===== config.mk =====
export PLATFORM = sky130hd
export DESIGN_NAME = btec_top
export DESIGN_NICKNAME = d
export VERILOG_FILES = /design/src/pkg/btec_pkg.sv /design/src/hdl/btec_top.sv
export VERILOG_INCLUDE_DIRS = /design/src /design/src/pkg
export SDC_FILE = /design/constraint.sdc
export NUM_CORES = 1
export LEC_CHECK = 0
export BUFFER_PORTS_ARGS = -buffer_cell sky130_fd_sc_hd__buf_4
export CAP_MARGIN = 20
export CORE_ASPECT_RATIO = 1.5
export CORE_MARGIN = 10
export CORE_UTILIZATION = 35
export CTS_CLUSTER_DIAMETER = 120
export CTS_CLUSTER_SIZE = 30
export DETAILED_ROUTE_END_ITERATION = 6
export HOLD_SLACK_MARGIN = 0.08
export PLACE_DENSITY = 0.7
export SYNTH_ARGS = -nofsm -noshare
export SYNTH_HDL_FRONTEND = slang
export SYNTH_SLANG_ARGS = --single-unit

===== constraint.sdc =====
create_clock -name clk_i -period 6.3 [get_ports clk_i]
set_clock_uncertainty 0.05 [all_clocks]
set_input_delay 1.26 -clock clk_i [delete_from_list [all_inputs] [get_ports clk_i]]
set_output_delay 1.26 -clock clk_i [all_outputs]
set_load 0.02 [all_outputs]

===== src/pkg/btec_map.svh =====
// Offsets, field positions, reset values and ECC constants for the
// tag store error capture block. Definitions only; included by name.
`ifndef BTEC_MAP_SVH
`define BTEC_MAP_SVH

// Register byte offsets on the Wishbone slave
`define BTEC_OFF_STATUS   4'h0
`define BTEC_OFF_ADDRESS  4'h4
`define BTEC_OFF_WORD     4'h8

// Status field positions
`define BTEC_ST_LOCK      0
`define BTEC_ST_CORRECTABLE_FLAG      1
`define BTEC_ST_UNCORRECTABLE_FLAG    2
`define BTEC_ST_ADDR      3
`define BTEC_ST_LOST      4
`define BTEC_ST_CMD_LO    5
`define BTEC_ST_CMD_HI    9

// Tag word field positions
`define BTEC_TW_VALID     9
`define BTEC_TW_OWNED     10
`define BTEC_TW_ECC_LO    11
`define BTEC_TW_ECC_HI    16
`define BTEC_TW_TAG_LO    17
`define BTEC_TW_TAG_HI    31

// Address capture holds a hexaword address
`define BTEC_ADR_LO       5

// Reset values
`define BTEC_RST_FLAGS    5'h00
`define BTEC_RST_CMD      5'h00
`define BTEC_RST_WORD     32'h0000_0000

// Tag bits in use for the default cache size
`define BTEC_TAG_USED     12

// Check bit input sets: bits 14:0 tag, 15 valid, 16 owned, 17 parity
`define BTEC_ECC_MASK     {18'h07c00, 18'h043c0, 18'h32238, \
                           18'h29126, 18'h18895, 18'h3844b}
// Odd parity check bits (C1 and C4)
`define BTEC_ECC_ODD      6'h12
`define BTEC_AP_IDX       17

`endif


===== src/pkg/btec_pkg.sv =====
// Types shared by the tag store error capture block.
// Assumes btec_map.svh is on the include path.
`default_nettype none
package btec_pkg;

   // Tag store operation codes that may report errors
   typedef enum logic [4:0] {
      BTEC_CMD_DATA_READ_LOOKUP   = 5'h07,
      BTEC_CMD_INSTR_READ_LOOKUP   = 5'h03,
      BTEC_CMD_OWNERSHIP_READ_LOOKUP   = 5'h02,
      BTEC_CMD_WREL    = 5'h08,
      BTEC_CMD_RPROBE  = 5'h0d,
      BTEC_CMD_OPROBE  = 5'h09,
      BTEC_CMD_EVICT   = 5'h0a
   } btec_cmd_t;

   // Outcome of one tag check
   typedef enum logic [1:0] {
      BTEC_CL_NONE   = 2'h0,
      BTEC_CL_CORRECTABLE_FLAG   = 2'h1,
      BTEC_CL_UNCORRECTABLE_FLAG = 2'h2,
      BTEC_CL_ADDR   = 2'h3
   } btec_class_t;

   // One tag lookup as seen by the checker
   typedef struct packed {
      logic        valid;
      logic [4:0]  cmd;
      logic [26:0] addr;
      logic [22:0] word;
   } btec_lookup_t;

   // Capture status flags
   typedef struct packed {
      logic lost;
      logic addr;
      logic uncorrectable_flag;
      logic correctable_flag;
      logic lock;
   } btec_flags_t;

endpackage
`default_nettype wire

===== src/hdl/btec_top.sv =====
// Tag store ECC check and error capture, with a Wishbone slave that
// exposes the status, address and tag word capture registers.
// Assumes lookups come from logic on clk_i and that the cache control
// register outside sets its transition bit from hw_error_transition_o.
//
// The implementer's own choices: the register offsets and the Wishbone slave port.
`timescale 1ns/10ps
`default_nettype none
`include "btec_map.svh"

module btec_top
   import btec_pkg::*;
#(
   parameter int TAG_USED = `BTEC_TAG_USED
)(
   input  wire logic         clk_i,
   input  wire logic         rst_i,
   // Tag lookup path
   input  wire btec_lookup_t lookup_i,
   input  wire logic         error_suppress_ctl_i,
   output logic              hw_error_transition_o,
   output btec_class_t       check_class_o,
   // Wishbone slave
   input  wire logic         wb_cyc_i,
   input  wire logic         wb_stb_i,
   input  wire logic         wb_we_i,
   input  wire logic [3:0]   wb_adr_i,
   input  wire logic [3:0]   wb_sel_i,
   input  wire logic [31:0]  wb_dat_i,
   output logic [31:0]       wb_dat_o,
   output logic              wb_ack_o
);

   // *****************************************************************
   // Elaboration checks
   // *****************************************************************

   // The check bit input sets live in the map header only, so that the
   // generator in the tag RAM path and this checker can never drift
   // apart. Each row is one parity tree; each column is the syndrome
   // that a single flipped input produces.
   // Rows are C0 at index 0 up to C5 at index 5.
   // Columns 0 to 14 are the tag, 15 valid, 16 owned, 17 address parity.
   // A weak column (fewer than two ones) would look like a flipped
   // check bit and could not be told apart, so elaboration refuses it.
   // TAG_USED outside 1..15 would leave no tag or overrun the field.
   localparam logic [5:0][17:0] ECC_MASK = `BTEC_ECC_MASK;
   localparam logic [5:0]       ECC_ODD  = `BTEC_ECC_ODD;
   localparam int               NIN      = 18;

   // Column vectors of the matrix, one per protected input
   logic [5:0] col_w [NIN];

   genvar gi;
   genvar gj;
   generate
      if (TAG_USED < 1 || TAG_USED > 15) begin : g_bad_used
         $error("TAG_USED must lie in 1..15");
      end
      for (gi = 0; gi < NIN; gi++) begin : g_col
         for (gj = 0; gj < 6; gj++) begin : g_bit
            assign col_w[gi][gj] = ECC_MASK[gj][gi];
         end
         // A column with a single one would alias a check bit fault
         if ($countones({ECC_MASK[5][gi], ECC_MASK[4][gi],
                         ECC_MASK[3][gi], ECC_MASK[2][gi],
                         ECC_MASK[1][gi], ECC_MASK[0][gi]}) < 2)
         begin : g_weak
            $error("ECC column needs at least two ones");
         end
      end
   endgenerate

   // *****************************************************************
   // Syndrome and classification
   // *****************************************************************

   // The lookup is checked in the cycle it arrives; nothing here is
   // registered, so the class is known at the next edge together with
   // the capture decision. The price is one long path from the tag RAM
   // word through six parity trees and eighteen column compares.
   // Trade-off: a pipeline stage would shorten the path but would let a
   // clear and an error of adjacent cycles meet out of order.
   // Unused tag bits are masked before the trees as well as in the
   // captured word, so a smaller cache never sees phantom errors on
   // bits it does not store.
   logic [14:0]  tag_used_mask;
   logic [14:0]  tag_masked;
   logic         ap_w;
   logic [17:0]  ecc_in;
   logic [5:0]   stored_chk;
   logic [5:0]   gen_chk;
   logic [5:0]   syndrome;
   logic [NIN-1:0] col_hit;
   logic         chk_hit;
   logic         checked_cmd;
   btec_class_t  cls;
   logic [31:0]  word_fmt;

   // Unused tag bits forced low; they carry no meaning for this size
   assign tag_used_mask = 15'((32'h1 << TAG_USED) - 32'h1);
   assign tag_masked = lookup_i.word[22:8] & tag_used_mask;
   // Address parity is not stored; it is rebuilt from the request
   assign ap_w = ^lookup_i.addr;
   assign ecc_in = {ap_w, lookup_i.word[1], lookup_i.word[0],
                    tag_masked};
   assign stored_chk = lookup_i.word[7:2];

   // Parity trees, then syndrome against the stored check bits
   always_comb begin
      for (int k = 0; k < 6; k++) begin
         gen_chk[k] = (^(ECC_MASK[k] & ecc_in)) ^ ECC_ODD[k];
      end
      syndrome = gen_chk ^ stored_chk;
   end

   // Column match per protected input
   generate
      for (gi = 0; gi < NIN; gi++) begin : g_hit
         assign col_hit[gi] = (syndrome == col_w[gi]);
      end
   endgenerate

   // A lone syndrome bit means the stored check bit itself flipped
   assign chk_hit = ($countones(syndrome) == 1);

   // Only the seven lookup kinds are checked; fills and register
   // path tag accesses never reach the capture logic
   always_comb begin
      case (lookup_i.cmd)
         BTEC_CMD_DATA_READ_LOOKUP,
         BTEC_CMD_INSTR_READ_LOOKUP,
         BTEC_CMD_OWNERSHIP_READ_LOOKUP,
         BTEC_CMD_WREL,
         BTEC_CMD_RPROBE,
         BTEC_CMD_OPROBE,
         BTEC_CMD_EVICT: checked_cmd = 1'b1;
         default:        checked_cmd = 1'b0;
      endcase
   end

   // Classify; suppression makes every lookup look clean
   always_comb begin
      cls = BTEC_CL_NONE;
      if (!lookup_i.valid || !checked_cmd || error_suppress_ctl_i) begin
         cls = BTEC_CL_NONE;
      end else if (syndrome == 6'h00) begin
         cls = BTEC_CL_NONE;
      end else if (col_hit[`BTEC_AP_IDX]) begin
         cls = BTEC_CL_ADDR;
      end else if (chk_hit || (|col_hit)) begin
         cls = BTEC_CL_CORRECTABLE_FLAG;
      end else begin
         cls = BTEC_CL_UNCORRECTABLE_FLAG;
      end
   end

   // Captured word in register layout
   assign word_fmt = {tag_masked, stored_chk, lookup_i.word[1],
                      lookup_i.word[0], 9'h000};

   // *****************************************************************
   // Wishbone slave
   // *****************************************************************

   // Classic single cycle slave with exactly one wait state:
   //  edge 1 takes the request and snapshots the read data,
   //  edge 2 is where the master sees ack; writes act at that edge.
   // Ack drops by itself in the cycle after it was given, because the
   // next value is masked by the ack already standing.
   // Only the status register accepts writes, and only through byte
   // lane 0; the address and tag word registers ignore writes, and an
   // unmapped offset answers with zero data.
   // Limitation: no error or retry response; every request is acked.
   logic        ack_r;
   logic        ack_nxt;
   logic [31:0] rdat_r;
   logic [31:0] rdat_nxt;
   logic        wr_fire;
   logic [4:0]  clr_bits;
   btec_flags_t flags_r;
   logic [4:0]  cmd_r;
   logic [26:0] addr_r;
   logic [31:0] word_r;

   // Write acts at the edge where the master sees ack
   assign wr_fire = ack_r & wb_cyc_i & wb_stb_i & wb_we_i;
   assign clr_bits = (wr_fire && wb_sel_i[0] &&
                      wb_adr_i == `BTEC_OFF_STATUS) ?
                     wb_dat_i[4:0] : 5'h00;

   // One wait state: ack and read data register together
   always_comb begin
      ack_nxt  = wb_cyc_i & wb_stb_i & ~ack_r;
      rdat_nxt = 32'h0000_0000;
      if (wb_adr_i == `BTEC_OFF_STATUS) begin
         rdat_nxt = {22'h000000, cmd_r, flags_r};
      end else if (wb_adr_i == `BTEC_OFF_ADDRESS) begin
         rdat_nxt = {addr_r, 5'h00};
      end else if (wb_adr_i == `BTEC_OFF_WORD) begin
         rdat_nxt = word_r;
      end else begin
         rdat_nxt = 32'h0000_0000;
      end
   end

   always_ff @(posedge clk_i) begin
      if (rst_i) begin
         ack_r  <= 1'b0;
         rdat_r <= 32'h0000_0000;
      end else begin
         ack_r  <= ack_nxt;
         rdat_r <= rdat_nxt;
      end
   end

   // *****************************************************************
   // Capture registers
   // *****************************************************************

   // Lock rules in short:
   //  - empty registers load on any error;
   //  - a captured correctable error blocks further correctables only;
   //  - an uncorrectable error reloads once and locks;
   //  - while locked, any uncorrectable error only sets lost.
   // The correctable flag is never cleared by hardware, so it stays set
   // when an uncorrectable error reloads the registers.
   // Hazard: a software clear and a new error in the same cycle. The
   // set wins, and a lock cleared in that cycle already counts as open,
   // so the new error is captured rather than lost.
   btec_flags_t flags_nxt;
   btec_flags_t clr_f;
   logic [4:0]  cmd_nxt;
   logic [26:0] addr_nxt;
   logic [31:0] word_nxt;
   logic        hwet_nxt;
   logic        hwet_r;
   btec_class_t cls_r;
   logic        lock_eff;
   logic        correctable_flag_eff;
   logic        is_unc;
   logic        load;

   assign clr_f = btec_flags_t'(clr_bits);
   // A lock cleared this very cycle already counts as unlocked, so an
   // error arriving with the clear is captured rather than lost
   assign lock_eff = flags_r.lock & ~clr_f.lock;
   assign correctable_flag_eff = flags_r.correctable_flag & ~clr_f.correctable_flag;
   assign is_unc = (cls == BTEC_CL_UNCORRECTABLE_FLAG) || (cls == BTEC_CL_ADDR);

   // Load decision and flag update; a set wins over a clear
   always_comb begin
      flags_nxt = btec_flags_t'(flags_r & ~clr_f);
      load      = 1'b0;
      hwet_nxt  = is_unc;
      if (cls == BTEC_CL_CORRECTABLE_FLAG) begin
         if (!correctable_flag_eff && !lock_eff) begin
            load           = 1'b1;
            flags_nxt.correctable_flag = 1'b1;
         end
      end else if (is_unc) begin
         if (lock_eff) begin
            flags_nxt.lost = 1'b1;
         end else begin
            load           = 1'b1;
            flags_nxt.lock = 1'b1;
            if (cls == BTEC_CL_ADDR) begin
               flags_nxt.addr = 1'b1;
            end else begin
               flags_nxt.uncorrectable_flag = 1'b1;
            end
         end
      end
      cmd_nxt  = load ? lookup_i.cmd : cmd_r;
      addr_nxt = load ? lookup_i.addr : addr_r;
      word_nxt = load ? word_fmt : word_r;
   end

   // Correctable_flag flag is never touched by the uncorrectable path above
   always_ff @(posedge clk_i) begin
      if (rst_i) begin
         flags_r <= btec_flags_t'(`BTEC_RST_FLAGS);
         cmd_r   <= `BTEC_RST_CMD;
         addr_r  <= 27'h0000000;
         word_r  <= `BTEC_RST_WORD;
         hwet_r  <= 1'b0;
         cls_r   <= BTEC_CL_NONE;
      end else begin
         flags_r <= flags_nxt;
         cmd_r   <= cmd_nxt;
         addr_r  <= addr_nxt;
         word_r  <= word_nxt;
         hwet_r  <= hwet_nxt;
         cls_r   <= cls;
      end
   end

   // *****************************************************************
   // Outputs
   // *****************************************************************

   // Every output is the plain output of a flip-flop, so nothing on the
   // far side sees a glitch from the parity trees or the decoders.
   // The transition request pulses once per uncorrectable lookup, even
   // while locked; the cache control register outside holds it.
   assign wb_ack_o              = ack_r;
   assign wb_dat_o              = rdat_r;
   assign hw_error_transition_o = hwet_r;
   assign check_class_o         = cls_r;

endmodule
`default_nettype wire


==> results.yml <==
timing:
  hold_viol_final: 0
  max_slew_margin_pct: 45.2
  slew_viol_final: 0
  post-route-min-period_ps: 6020
  max_freq_mhz: 166
  tightest_slew_ps: 822
  finalCritPeriodShare_pct: 95.6
  tns_ps: 0
  rsz0062_at_grt: "false"
  setup_viol: 0
setup_path:
  cp_max_fo: 51
  crit_type: "in -> reg"
  crit_buf_inv: 5
  timing.rr.end: "addr_r[11]"
  cp_cell_sequence: "buf_4, xnor2_1, xnor2_1, xnor3_1, xnor3_2, xnor2_1, xor2_1, inv_1, fa_1, inv_1, fa_1, inv_1, ha_1, fa_1, nor2_1, a2bb2oi_1, o311a_1, o21a_2, o311a_2, buf_12, a22o_1"
  cp_top_family: "adder cells"
  cp_slowest_cell: "fa_1"
  critical_path.startpoint_type: "input port"
  r2r_start: "wb_ack_o"
  arrival_ps: 6200
  worst_path_largest_cell_delay_ps: 520
  cp-end-kind: "flop"
  r2r_cells: 7
  r2r_setup_slack_ps: 3900
  required_ps: 6480
clock_tree:
  cts_resized: 0
  h-tree-depth: 3
  clock_sinks: 93
  post_cts_buffers: 0
  root_buffer: "clkbuf_16"
  clkTransAtPathRegs_ps: 60
  postCtsHoldBufs: 0
  cts_tree: "built"
  clkLatencyLatePin_ps: 340
  ctsLongestPathBuffers: 2
  numCtsBuffers: 9
placed_design:
  dp_hpwl_mm: 8.08
  gp_congestion: 0.835
  placed_cells: 590
  placed_area_um2: 4840
  port_buffers: 104
global_routing:
  met3_usage_pct: 2.85
  antenna_found_initial: 0
  grt_pass1_vias: 3145
  grt_max_degree: 52
  grtUsageMet1_pct: 13.8
  grt.busiest_layer: "met2"
  grt_util_met2_pct: 23.4
  grt_pass1_wl_mm: 16.1
  grt_usage_pct: 13.0
  gr-total-overflow: 0
floorplan:
  die_h_um: 149
  die_w_um: 106
  io-pin-count: 138
  core_um2: 10900
  row_count: 47
  die-area_um2: 15700
  start_util_pct: 35.4
route:
  avgViaCountPerCell: 4.91
  routedWlPerCell_um: 17.1
  drt-total-wl_mm: 10.4
  drtIter0Drc: 169
  ant_nets: 0
  dr.pass1.iters: 5
  vias: 2975
  remaining_drc_errors: 0
synthesis:
  ys_seq_elements: 93
  syn_area_um2: 3870
  synthCells: 348
  synth_top_area_share_pct: 48.1
  synth_most_common_cell: "dfxtp_1"
  synth_warnings: 0
  synthTopCellsByArea: "dfxtp_1 (48%), a22o_1 (12%), xnor2_1 (8.2%), a22oi_1 (4.3%), xnor3_1 (2.9%)"
  syn-num-nets: 458
  async_flop_share_pct: 0
  avgSynthCellArea_um2: 11.1
  synth_edf_count: 0
  synthFlopType: "dfxtp_1"
  ys_seq_area_share_pct: 48.1
  yosysTopAreaCell: "dfxtp_1"
  synth_cell_types: 39
  synth_common_cells: "dfxtp_1 (93), a22o_1 (55), xnor2_1 (36)"
layout:
  utilization_pct: 46.9
  multi_input_area_um2: 1870
  diodes: 0
  layout.cells.non_filler: 606
  final_area_um2: 5130
  drive_gt1_share_pct: 30.3
  num-fill-cells: 1104
  syn_to_final_growth_pct: 32.6
  seqCellArea_um2: 1860
  layout.nets: 564
power_and_ir_drop:
  power.density_nw_per_um2: 417
  p_leak_nw: 2.19
  ir_drop_v: 0.000337
min_path:
  worst_hold_startpoint: "cmd_r[4]"
  hp-class: "reg -> reg"
  whs_endpoint: "cmd_r[4]"
  worstHoldPathCells: 2
run:
  max_cap_violations: 0
outcome:
  status: "finished, final reports clean"
-- how the worst max path moves through the flow --
stage / from / end / slack (ps) / cells after the start
after global routing: lookup_i[48] / addr_r[11] / 60 / 22
after detailed placement: lookup_i[35] / addr_r[11] / -80 / 21
after global placement: lookup_i[46] / addr_r[15] / -9 / 21
after CTS: lookup_i[35] / addr_r[11] / 260 / 21
final: lookup_i[46] / addr_r[11] / 280 / 21
after floorplan: lookup_i[25] / addr_r[0] / 320 / 21
-- kinds of logic (layout without fill, tap and decap cells) --
logic type	count (synthesis)	in the layout	share of synthesized area, %
buffers and inverters	27	138	3.95
adders and majority gates	8	8	3.17
and+or+nand+nor	65	65	8.12
muxes	3	3	0.809
AOI/OAI and AO/OA	99	99	20.7
xor gates and xnor gates	53	53	15.1
DFF	93	93	48.1
-- where the power goes --
| group | switching, W | leakage (nW) | total, W | internal, W |
|---|---|---|---|---|
| registers | 0.0000122 | 0.751 | 0.000626 | 0.000613 |
| logic | 0.000503 | 1.31 | 0.00100 | 0.000499 |
| clock network | 0.000236 | 0.130 | 0.000509 | 0.000273 |
-- worst min-delay path, stage by stage (launching register included) --
cell     delay [ps]
dfxtp_1         320
nand2_1          60
a21oi_1          30
-- registers in the layout, summed over array words and instances (netlist names) --
| name | cells |
|---|---|
| wb_dat_o | 32 |
| wb_ack_o | 1 |
| addr_r | 27 |
| hw_error_transition_o | 1 |
| check_class_o | 2 |
| word_r | 20 |
| cmd_r | 5 |
| flags_r | 5 |
-- cell usage in the layout (no fill, tap or decap), types with 2 or more instances in the layout --
master | synthesis | layout
buf_4 | 0 | 111
dfxtp_1 | 93 | 93
a22o_1 | 55 | 55
xnor2_1 | 36 | 36
nor2_1 | 26 | 26
a22oi_1 | 22 | 22
and2_1 | 10 | 10
nand2_1 | 10 | 10
clkbuf_16 | 0 | 9
xor2_1 | 8 | 8
inv_1 | 8 | 8
xnor3_1 | 5 | 5
nand2b_1 | 5 | 5
a21oi_1 | 5 | 5
ha_1 | 5 | 5
nand3_1 | 4 | 4
o22ai_1 | 4 | 3
nor3_1 | 3 | 3
o21ai_0 | 3 | 3
fa_1 | 3 | 3
clkinvlp_4 | 0 | 3
buf_12 | 0 | 3
xor3_1 | 2 | 2
mux2i_1 | 2 | 2
a2bb2oi_1 | 2 | 2
and3_1 | 2 | 2
or3_1 | 2 | 2
clkinv_4 | 0 | 2
-- metrics by stage --
stage | setup WS (ps) | hold slack, ps | power, W
after floorplan | 316 | 362 | 0.00126
after global placement | -8.66 | 377 | 0.00160
after detailed placement | -76.7 | 374 | 0.00164
after CTS | 258 | 400 | 0.00214
after global routing | 56.1 | 420 | 0.00229
final | 279 | 397 | 0.00214
-- area by class of cell --
cell class                 count  area share [%]
multi-input combinational    228            36.5
sequential                    93            36.3
timing repair buffer         114            17.4
clock buffer                   9            4.39
tap                          147            3.59
clock inverter                 7            1.17
inverter                       8           0.586
-- metal layers --
layer | vias to the layer above | share of wire, %
met3 | 20 | 4.2
met5 | - | 0
met2 | 84 | 55
met1 | 1414 | 38
li1 | 1457 | -
met4 | 0 | 2.7
Note: power is estimated with default switching activity, not from simulation.
